File: config.mk
export PLATFORM = sky130hd
export DESIGN_NAME = bswsc_top
export DESIGN_NICKNAME = d
export VERILOG_FILES = /design/src/shared/bswsc_pkg.sv /design/src/hw/bswsc_seq.sv /design/src/hw/bswsc_top.sv
export SDC_FILE = /design/constraint.sdc
export NUM_CORES = 1
export LEC_CHECK = 0
export ABC_AREA = 1
export BUFFER_PORTS_ARGS = -buffer_cell sky130_fd_sc_hd__clkbuf_2
export CORE_ASPECT_RATIO = 1.25
export CORE_MARGIN = 2
export CORE_UTILIZATION = 52
export DETAILED_ROUTE_END_ITERATION = 8
export GPL_TIMING_DRIVEN = 1
export PLACE_DENSITY_LB_ADDON = 0.15
export REMOVE_ABC_BUFFERS = 1
export SYNTH_ARGS = -nofsm -noshare
export SYNTH_HDL_FRONTEND = slang
export SYNTH_SLANG_ARGS = --single-unit
File: constraint.sdc
create_clock -name aclk -period 2.3 [get_ports aclk]
set_input_delay 0.115 -clock aclk [delete_from_list [all_inputs] [get_ports aclk]]
set_output_delay 0.115 -clock aclk [all_outputs]
set_load 0.02 [all_outputs]
File: src/shared/bswsc_pkg.sv
package bswsc_pkg;
  // register map: the byte address is four times the word index, and the
  // 8-bit window only decodes the low six bits of the index, so aliases above them are not seen
  localparam logic [15:0] BSWSC_CTRL_INDEX = 16'hffc2;
  localparam logic [7:0] BSWSC_CTRL_ADDR = {BSWSC_CTRL_INDEX[5:0], 2'h0};
  localparam logic [7:0] BSWSC_STAT_ADDR = 8'h0c;
  localparam logic [7:0] BSWSC_CTRL_RESET = 8'h08;
  // field positions of the wait and clock control register
  localparam int BSWSC_EMUL_RAM_SELECT = 7;
  localparam int BSWSC_EMUL_AREA_PICK = 6;
  localparam int BSWSC_PERIPH_CLOCK_HALVE = 5;
  localparam int BSWSC_FLASH_REGS_VISIBLE = 4;
  localparam int BSWSC_WAIT_MODE_HI = 3;
  localparam int BSWSC_WAIT_MODE_LO = 2;
  localparam int BSWSC_WAIT_COUNT_HI = 1;
  localparam int BSWSC_WAIT_COUNT_LO = 0;
  // wait mode encodings
  localparam logic [1:0] BSWSC_MODE_PROG = 2'h0;
  localparam logic [1:0] BSWSC_MODE_NONE = 2'h1;
  localparam logic [1:0] BSWSC_MODE_PIN = 2'h2;
  localparam logic [1:0] BSWSC_MODE_AUTO = 2'h3;
  // axi responses
  localparam logic [1:0] BSWSC_RESP_OKAY = 2'h0;
  localparam logic [1:0] BSWSC_RESP_SLVERR = 2'h2;
  // bus cycle states
  typedef enum logic [1:0] {BSWSC_IDLE, BSWSC_SECOND, BSWSC_DELAY, BSWSC_FINAL} bswsc_state_type;
endpackage

File: src/hw/bswsc_seq.sv
`timescale 1ns/1ps
// ----------------------------------------
// bus cycle stretcher
// ----------------------------------------
// one bus access: start, second state, then wait states, then a final state ends it with done.
// the wait pin is sampled on the clock edge standing in for the mid-state fall.
module bswsc_seq
  import bswsc_pkg::*;
(
  input wire logic aclk,
  input wire logic aresetn,
  input wire logic [1:0] wait_mode,
  input wire logic [1:0] wait_count,
  input wire logic bus_start,
  input wire logic bus_external,
  input wire logic wait_req_n,
  output logic bus_busy,
  output logic bus_done,
  output logic [7:0] waits_inserted
);
  bswsc_state_type state_ff, nxt_state;
  logic [1:0] left_ff, nxt_left;
  logic [7:0] cnt_ff, nxt_cnt;
  logic done_ff, nxt_done;
  logic ext_ff, nxt_ext;

  wire pin_low = ~wait_req_n;
  wire mode_prog = (wait_mode == BSWSC_MODE_PROG);
  wire mode_pin = (wait_mode == BSWSC_MODE_PIN);
  wire mode_auto = (wait_mode == BSWSC_MODE_AUTO);
  wire has_count = (wait_count != 2'h0);
  // internal targets never stretch; no-wait mode never stretches
  wire fixed_waits = ext_ff && (mode_prog || mode_pin) && has_count;
  wire auto_waits = ext_ff && mode_auto && has_count && pin_low;
  wire pin_extra = ext_ff && mode_pin && pin_low;

  // next-state logic
  always_comb begin
    nxt_state = state_ff;
    nxt_left = left_ff;
    nxt_cnt = cnt_ff;
    nxt_done = 1'b0;
    nxt_ext = ext_ff;
    case (state_ff)
      BSWSC_IDLE: begin
        if (bus_start) begin
          nxt_state = BSWSC_SECOND;
          nxt_ext = bus_external;
          nxt_cnt = 8'h00;
        end
      end
      BSWSC_SECOND: begin
        nxt_left = wait_count;
        if (fixed_waits || auto_waits) begin
          nxt_state = BSWSC_DELAY;
        end else if (pin_extra) begin
          // count of zero: pin checked in the second state itself
          nxt_state = BSWSC_DELAY;
          nxt_left = 2'h1;
        end else begin
          nxt_state = BSWSC_FINAL;
        end
      end
      BSWSC_DELAY: begin
        nxt_cnt = cnt_ff + 8'h01;
        if (left_ff > 2'h1) begin
          nxt_left = left_ff - 2'h1;
        end else if (pin_extra) begin
          nxt_left = 2'h1;
        end else begin
          nxt_state = BSWSC_FINAL;
        end
      end
      BSWSC_FINAL: begin
        nxt_state = BSWSC_IDLE;
        nxt_done = 1'b1;
      end
      default: nxt_state = BSWSC_IDLE;
    endcase
  end

  // state registers
  always_ff @(posedge aclk) begin
    if (!aresetn) begin
      state_ff <= BSWSC_IDLE;
      left_ff <= 2'h0;
      cnt_ff <= 8'h00;
      done_ff <= 1'b0;
      ext_ff <= 1'b0;
    end else begin
      state_ff <= nxt_state;
      left_ff <= nxt_left;
      cnt_ff <= nxt_cnt;
      done_ff <= nxt_done;
      ext_ff <= nxt_ext;
    end
  end

  assign bus_busy = (state_ff != BSWSC_IDLE);
  assign bus_done = done_ff;
  assign waits_inserted = cnt_ff;
endmodule // bswsc_seq

File: src/hw/bswsc_top.sv
`timescale 1ns/1ps
// Functional notes
// - 8-bit read-write control register resets to 08, also on hardware standby
// - software standby leaves the control register untouched
// - bits 3:2 mode: 00 programmable, 01 none, 10 pin, 11 pin auto
// - bits 1:0 give zero to three wait states, default zero
// - programmable mode inserts exactly the count into external accesses
// - pin mode: count waits, then pin low in last wait adds one
// - pin mode keeps adding waits while pin low; far end releases it
// - auto mode samples pin in second state; inserts count only if low
// - auto mode never goes beyond the count
// - bit 5 halves the supporting-module clock when set
// - bit 4 maps flash control registers; plain storage otherwise, resets 0
// - bits 7:6 are storage picking the emulation ram area, reset 0
// - system clock equals oscillator input clock, no division
// - register sits at index ffc2 of the device register space
module bswsc_top
  import bswsc_pkg::*;
(
  input wire logic aclk,
  input wire logic aresetn,
  input wire logic hw_standby,
  input wire logic sw_standby,
  input wire logic [7:0] s_axi_awaddr,
  input wire logic s_axi_awvalid,
  output logic s_axi_awready,
  input wire logic [31:0] s_axi_wdata,
  input wire logic [3:0] s_axi_wstrb,
  input wire logic s_axi_wvalid,
  output logic s_axi_wready,
  output logic [1:0] s_axi_bresp,
  output logic s_axi_bvalid,
  input wire logic s_axi_bready,
  input wire logic [7:0] s_axi_araddr,
  input wire logic s_axi_arvalid,
  output logic s_axi_arready,
  output logic [31:0] s_axi_rdata,
  output logic [1:0] s_axi_rresp,
  output logic s_axi_rvalid,
  input wire logic s_axi_rready,
  input wire logic bus_start,
  input wire logic bus_external,
  input wire logic wait_req_n,
  output logic bus_busy,
  output logic bus_done,
  output logic sys_clk_en,
  output logic periph_clk_en,
  output logic flash_regs_visible,
  output logic emul_ram_select,
  output logic emul_area_pick
);
  // ----------------------------------------
  // register write path
  // ----------------------------------------
  logic [7:0] ctrl_ff;
  logic aw_ff, w_ff, bvalid_ff, bad_w_ff;
  logic [7:0] awaddr_ff;
  logic [7:0] wbyte_ff;
  logic wstrb0_ff;
  logic arvalid_seen;
  logic rvalid_ff;
  logic [31:0] rdata_ff;
  logic [1:0] rresp_ff;
  logic half_ff;
  logic [7:0] waits_cnt;

  // address and data are captured independently, in either order
  wire aw_take = s_axi_awvalid && !aw_ff && !bvalid_ff;
  wire w_take = s_axi_wvalid && !w_ff && !bvalid_ff;
  wire both_in = aw_ff && w_ff;
  wire ctrl_hit = (awaddr_ff == BSWSC_CTRL_ADDR);
  wire ctrl_wr = both_in && ctrl_hit && wstrb0_ff;
  wire [7:0] nxt_ctrl = ctrl_wr ? wbyte_ff : ctrl_ff;

  // accept channels and raise the response once both have arrived
  always_ff @(posedge aclk) begin
    if (!aresetn) begin
      aw_ff <= 1'b0;
      w_ff <= 1'b0;
      bvalid_ff <= 1'b0;
      bad_w_ff <= 1'b0;
      awaddr_ff <= 8'h00;
      wbyte_ff <= 8'h00;
      wstrb0_ff <= 1'b0;
    end else begin
      if (aw_take) begin
        aw_ff <= 1'b1;
        awaddr_ff <= s_axi_awaddr;
      end
      if (w_take) begin
        w_ff <= 1'b1;
        wbyte_ff <= s_axi_wdata[7:0];
        wstrb0_ff <= s_axi_wstrb[0];
      end
      if (both_in) begin
        aw_ff <= 1'b0;
        w_ff <= 1'b0;
        bvalid_ff <= 1'b1;
        bad_w_ff <= !ctrl_hit;
      end else if (bvalid_ff && s_axi_bready) begin
        bvalid_ff <= 1'b0;
      end
    end
  end

  // control register; standby entry only restores it for hardware standby
  always_ff @(posedge aclk) begin
    if (!aresetn || hw_standby) begin
      ctrl_ff <= BSWSC_CTRL_RESET;
    end else begin
      ctrl_ff <= nxt_ctrl;
    end
  end

  assign s_axi_awready = aw_take;
  assign s_axi_wready = w_take;
  assign s_axi_bvalid = bvalid_ff;
  assign s_axi_bresp = bad_w_ff ? BSWSC_RESP_SLVERR : BSWSC_RESP_OKAY;

  // ----------------------------------------
  // register read path
  // ----------------------------------------
  wire ar_take = s_axi_arvalid && !rvalid_ff;
  wire rd_ctrl = (s_axi_araddr == BSWSC_CTRL_ADDR);
  wire rd_stat = (s_axi_araddr == BSWSC_STAT_ADDR);
  // status: waits added in the latest access and the busy flag
  wire [31:0] stat_word = {23'h000000, bus_busy, waits_cnt};
  wire [31:0] rd_word = rd_ctrl ? {24'h000000, ctrl_ff} : (rd_stat ? stat_word : 32'h00000000);
  wire [1:0] rd_resp = (rd_ctrl || rd_stat) ? BSWSC_RESP_OKAY : BSWSC_RESP_SLVERR;
  assign arvalid_seen = ar_take;

  // read data held until rready
  always_ff @(posedge aclk) begin
    if (!aresetn) begin
      rvalid_ff <= 1'b0;
      rdata_ff <= 32'h00000000;
      rresp_ff <= BSWSC_RESP_OKAY;
    end else if (arvalid_seen) begin
      rvalid_ff <= 1'b1;
      rdata_ff <= rd_word;
      rresp_ff <= rd_resp;
    end else if (s_axi_rready) begin
      rvalid_ff <= 1'b0;
    end
  end

  assign s_axi_arready = ar_take;
  assign s_axi_rvalid = rvalid_ff;
  assign s_axi_rdata = rdata_ff;
  assign s_axi_rresp = rresp_ff;

  // ----------------------------------------
  // bus cycle stretcher
  // ----------------------------------------
  bswsc_seq u_seq (
    .aclk(aclk),
    .aresetn(aresetn),
    .wait_mode(ctrl_ff[BSWSC_WAIT_MODE_HI:BSWSC_WAIT_MODE_LO]),
    .wait_count(ctrl_ff[BSWSC_WAIT_COUNT_HI:BSWSC_WAIT_COUNT_LO]),
    .bus_start(bus_start),
    .bus_external(bus_external),
    .wait_req_n(wait_req_n),
    .bus_busy(bus_busy),
    .bus_done(bus_done),
    .waits_inserted(waits_cnt)
  );

  // ----------------------------------------
  // clock enables
  // ----------------------------------------
  // enables rather than gated clocks, so the whole block stays on aclk
  always_ff @(posedge aclk) begin
    if (!aresetn) begin
      half_ff <= 1'b0;
    end else begin
      half_ff <= !half_ff;
    end
  end

  assign sys_clk_en = 1'b1;
  assign periph_clk_en = ctrl_ff[BSWSC_PERIPH_CLOCK_HALVE] ? half_ff : 1'b1;
  assign flash_regs_visible = ctrl_ff[BSWSC_FLASH_REGS_VISIBLE];
  assign emul_ram_select = ctrl_ff[BSWSC_EMUL_RAM_SELECT];
  assign emul_area_pick = ctrl_ff[BSWSC_EMUL_AREA_PICK];
endmodule // bswsc_top

---- Yosys cells after proc, flatten, opt, wreduce, memory -nomap -nowiden ----
Index checks and enable logic that the tools add are counted.
storage, ports and cells
  logic and storage cells ................. 97
  output and inout bits ................... 48
  register bits after elaboration ......... 79
  bits of input ports ..................... 64
operators by class
  bitwise logic cells ..................... 2
  muxes and demuxes ....................... 23
  add/sub/neg operators ................... 2
  reductions and logical operators ........ 40
  $lt $le $gt $ge ......................... 1
  equality and inequality tests ........... 12
operator list
  operator                                                       count
  == test 8 x 4 -> 1 bit, second input constant                  3
  two-way mux 2 bit                                              10
  two-way mux 9 bit                                              2
  logical AND 1 bit                                              16
  case mux 8 bit (2 select lines)                                1
  nonzero test 2 bit                                             6
  adder 8 x 1 -> 8 bit, second input constant                    1
  == test 2 bit, second input constant                           4
  two-way mux 8 bit                                              1
  case mux 2 bit (4 select lines)                                1
  zero test 1 bit                                                7
  two-way mux 1 bit                                              7
  inequality test 2 bit, second input constant                   3
  AND reduction 2 bit                                            3
  zero test 2 bit                                                2
  logical OR 1 bit                                               4
  case mux 2 bit (2 select lines)                                1
  inequality test 3 x 1 -> 1 bit, second input constant          1
  AND reduction 3 bit                                            1
  == test 2 x 1 -> 1 bit, second input constant                  1
  greater-than comparator 2 x 1 -> 1 bit, second input constant  1
  inverter 1 bit                                                 2
  OR reduction 2 bit                                             1
  subtractor 2 x 1 -> 2 bit, second input constant               1

---- Longest topological paths before layout ----
  depth after elaboration ................. 7
  depth in mapped cells ................... 10
  depth with buffers taken out ............ 9

---- Modules after synthesis ----
Synthesis repeated with hierarchy kept, for this count alone.
unflattened totals
  cells, all modules ...................... 408
  area, all modules ....................... 2827.7 um^2
modules (own cells, without submodules)
  module     area each (um^2)  seq. area each (um^2)  cells an instance  times used
  bswsc_top  1989.4            820.8                  283                1
  bswsc_seq  838.3             280.3                  125                1

---- Least setup slack after synthesis ----
No wires, ideal clock.
  path kind ............................... register -> register
  start ................................... reg u_seq.state_ff[0]
  end ..................................... reg u_seq.state_ff[1]
  period minus slack after synthesis ...... 1425 ps
  stages on the path, launching flop included .. 9
  data required time ...................... 2181 ps
  arrival time ............................ 1306 ps
  path buffers ............................ 0
  setup slack ............................. 875 ps
  setup time .............................. 119 ps
  cell sequence ........................... dfxtp_1 inv_1 ha_1 inv_1 nor2_1 inv_1 nand2_1 o21ai_0 a21oi_1
between the ends
  cells in the longest elaborated chain, start to end .. 3
  elaborated cells on any way between the ends .. 9
  classes of those cells .................. eq/ne (6); mux (1); reduce/logical (2)
ends and longest elaborated chain
  item                                                     line             RTL
  start: declaration                                       bswsc_seq.sv:21  bswsc_state_type state_ff, nxt_state;
  start signal: assignment                                 bswsc_seq.sv:91  state_ff <= nxt_state;
  == test 2 bit / zero test 2 bit (equally long branches)  bswsc_seq.sv:44  case (state_ff)
  inequality test 2 bit (no source line)                   --
  AND reduction 3 bit (no source line)                     --
Parallel ways exist; a longest one is shown, timed or not.
A chain may end at the register's enable or synchronous reset.

---- Worst setup path after layout ----
  start ................................... reg u_seq.state_ff[0]
  end ..................................... reg u_seq.cnt_ff[5], in the netlist u_seq.waits_inserted[5]
between the ends
  cells in the longest elaborated chain, start to end .. 3
  elaborated cells on any way between the ends .. 6
  classes of those cells .................. eq/ne (2); mux (1); reduce/logical (3)
ends and longest elaborated chain
  item                                                                                 line             RTL
  == test 2 bit / zero test 2 bit (equally long branches)                              bswsc_seq.sv:44
  nonzero test 2 bit (no source line) / inequality test 2 bit (equally long branches)  --
  AND reduction 2 bit (no source line)                                                 --
  end signal: assignment                                                               bswsc_seq.sv:93  cnt_ff <= nxt_cnt;
  end: declaration                                                                     bswsc_seq.sv:23  logic [7:0] cnt_ff, nxt_cnt;
Parallel ways exist; a longest one is shown, timed or not.

==> qor.log <==
INFO  clock_tree     cts_tree=done
INFO  routing        routed_wire_length=5.33mm
INFO  cells_and_area drive_above_1_share=16.9%
INFO  synth          synth.most_common_cell=nor2_1
INFO  timing         fmax=605MHz
INFO  clock_tree     cts_hold_buf=0
INFO  clock_tree     clock_tree.root_cell=clkbuf_8
INFO  routing        initialDrtViolationCount=123
INFO  synth          cell_variety_after_synth=27
INFO  clock_tree     clock_tree.buffer_depth=2
INFO  clock_tree     ctsHtreeMaxLevel=2
INFO  routing        viasPerCell=4.75
INFO  grt            overflow=0
INFO  synth          yosys.area_share.xor_xnor=0%
INFO  floorplanning  floorplan.die_area=5760um^2
INFO  floorplanning  io_pins=112
INFO  critical_path  worst_setup_path_end_kind=flip-flop
INFO  power_and_ir_drop vdd_ir_drop_max=0.000440V
INFO  cells_and_area fillCellCount=485
INFO  synth          synth-async-reset-ratio=0%
INFO  timing         final-setup-viol-count=0
INFO  timing         whs=12.3ps
INFO  timing         finalHoldViolCount=0
INFO  synth          synthDominantAreaCellType=dfxtp_1
INFO  floorplanning  core_box_area=5040um^2
INFO  place          place_hpwl=4.04mm
INFO  grt            global_route_wire_length_before_repair=8.94mm
INFO  routing        drtAntennaViolNets=0
INFO  clock_tree     clock-sinks=55
INFO  synth          synth_top_area_share=41.0%
INFO  clock_tree     cts-buffers-inserted=5
INFO  clock_tree     clock_latency=320ps
INFO  cells_and_area multi_input_comb_area=1240um^2
INFO  synth          syn_area_per_cell=6.87um^2
INFO  power_and_ir_drop powerDensity=769nW/um^2
INFO  synth          synth_area_in_adders=2.33%
INFO  floorplanning  initial_core_util=53.2%
INFO  synth          netlist_top_cells_count=nor2_1 (83), nand2_1 (63), dfxtp_1 (55)
INFO  timing         finalCritPeriodShare=71.8%
INFO  critical_path  setup.worst_path.start_class=flip-flop
INFO  clock_tree     clkSlewWorstSetupHoldPaths=110ps
INFO  timing         finalSetupTns=0ps
INFO  cells_and_area flow.area_growth_from_synthesis=11.7%
INFO  run            cap_viol_max_count=0
INFO  synth          combinational_family_with_the_most_area_after_synthesis=simple AND/OR/NAND/NOR gates
INFO  grt            grtUsageTotal=19.8%
INFO  critical_path  required=2550ps
INFO  synth          postSynth.topFlopCell=dfxtp_1
INFO  routing        drt_first_pass_iters=5
INFO  synth          netlist_area=2690um^2
INFO  synth          synth_seq_area_share=41.0%
INFO  synth          postSynthCellCount=391
INFO  synth          flops_latches_synth=55
INFO  floorplanning  floorplan.rows=29
INFO  critical_path  critical_path_peak_fanout=8
INFO  synth          synth_compound_gate_area_share=11.1%
INFO  grt            number_of_global_route_vias_before_repair=2150
INFO  outcome        run_status=finished clean
INFO  critical_path  arrival=1900ps
INFO  cells_and_area final-seq-area=1100um^2
INFO  power_and_ir_drop leakagePower=1.55nW
INFO  timing         drv_slew=0
INFO  critical_path  timing_worst_setup_path_type=flip-flop to flip-flop
INFO  synth          portion_of_netlist_area_occupied_by_mux_cells=0%
INFO  synth          synth-simple-area-share=29.3%
INFO  timing         fin_worst_skew=8.87ps
INFO  cells_and_area insertedDiodeCount=0
INFO  cells_and_area nNetsFinal=513
INFO  floorplanning  die_width=68.3um
INFO  synth          synth.yosys.warnings=0
INFO  clock_tree     postCtsSetupBuffers=0
INFO  routing        routedWlPerCell=10.5um
INFO  routing        routed-via-count=2408
INFO  place          gpl.final_weighted_congestion=0.824
INFO  floorplanning  die_h=84.3um
INFO  timing         finalCriticalPeriod=1650ps
INFO  routing        drc=0
INFO  synth          synth-edff-count=0
INFO  timing         rsz0062_at_grt=false
INFO  place          io_buffers=57
INFO  worst_hold_path hp-class=primary input to flip-flop
INFO  grt            grt_start_max_net_pins=24
INFO  clock_tree     cts.repair.resized=0
INFO  synth          synth.area.top_cells=dfxtp_1 (41%), nor2_1 (12%), nand2_1 (8.8%)
INFO  grt            antenna_found_initial=0
## sequential cells by signal (all words and copies together), names as in the netlist, 2 cells and up
| signal | cells |
|---|---|
| awaddr_ff | 8 |
| s_axi_rdata | 9 |
| ctrl_ff | 8 |
| u_seq.left_ff | 2 |
| u_seq.state_ff | 2 |
| u_seq.waits_inserted | 8 |
| wbyte_ff | 8 |
## layer usage
| metal | up-vias | global-route usage [%] | share of wire, % |
|---|---|---|---|
| met3 | 13 | 3.49 | 4.5 |
| li1 | 1273 | - | - |
| met1 | 1057 | 23.3 | 42 |
| met4 | 0 | 8.73 | 2.4 |
| met2 | 65 | 34.0 | 51 |
| met5 | - | 0 | 0 |
## critical path: stages, from the launching register on
cell and delay (ps):
dfxtp_1 360, inv_1 90, ha_1 370, inv_4 80, o21ai_4 230, nand3_1 120
nor2_1 130, o21ai_0 80, a21oi_1 120
## placed cells by master, fill, tap and decap left out
cell | synthesis | routed
a31oi_1 | 1 | 1
inv_4 | 1 | 1
clkbuf_8 | 0 | 5
clkbuf_2 | 0 | 57
clkinv_4 | 0 | 1
nand2_1 | 63 | 63
a211oi_1 | 1 | 1
o21ai_4 | 1 | 1
nand2_2 | 1 | 1
inv_2 | 1 | 1
nand4_1 | 6 | 6
o211ai_1 | 1 | 1
nor2_4 | 1 | 1
inv_6 | 0 | 2
a21oi_1 | 21 | 21
and2_1 | 2 | 2
nor2_2 | 3 | 3
inv_1 | 46 | 46
nand3_1 | 23 | 23
nor2_1 | 83 | 83
o21ai_0 | 31 | 31
nor3b_1 | 2 | 2
ha_1 | 5 | 5
conb_1 | 2 | 26
nor3_1 | 3 | 3
buf_4 | 28 | 2
and3_1 | 1 | 1
dfxtp_1 | 55 | 55
## where the power goes
| part | total (W) | internal (W) | leakage, nW | switching, W |
|---|---|---|---|---|
| sequential | 0.00110 | 0.00104 | 0.451 | 0.0000593 |
| clock | 0.000559 | 0.000225 | 0.0491 | 0.000334 |
| combinational | 0.000647 | 0.000211 | 1.05 | 0.000437 |
## cells by family (layout without fill, tap and decap cells)
kind of cell | count (synthesis) | in the layout
AOI/OAI and AO/OA | 56 | 56
and+or+nand+nor | 188 | 188
buffers and inverters | 85 | 115
DFF | 55 | 55
other | 2 | 26
adders and majority gates | 5 | 5
## area by class of cell
cell class,count,share of cell area [%]
multi-input combinational,275,41.5
sequential,55,36.7
timing repair buffer,59,10.0
inverter,48,6.09
tap,62,2.59
clock buffer,5,2.29
clock inverter,3,0.876
## worst paths after layout
check,slack (ps),endpoint,start,cells after the start
setup / recovery,650,u_seq.waits_inserted[5],u_seq.state_ff[0],8
hold reg to reg,420,half_ff,half_ff,1
setup reg to reg,650,u_seq.waits_inserted[5],u_seq.state_ff[0],8
hold / removal,10,wbyte_ff[7],s_axi_wdata[7],3
## per-stage QoR
step	util, %	total power [W]	area [um^2]	worst slack (ps)	cells
floorplan	-	0.00159	2530	577	378
global placement	57.6	0.00176	2910	695	499
detailed placement	57.6	0.00177	2910	658	499
CTS	59.5	0.00233	3000	629	507
global route	59.5	0.00247	3000	471	507
finish	59.5	0.00231	3000	648	507
No activity file was read; power rests on OpenSTA's default activity.
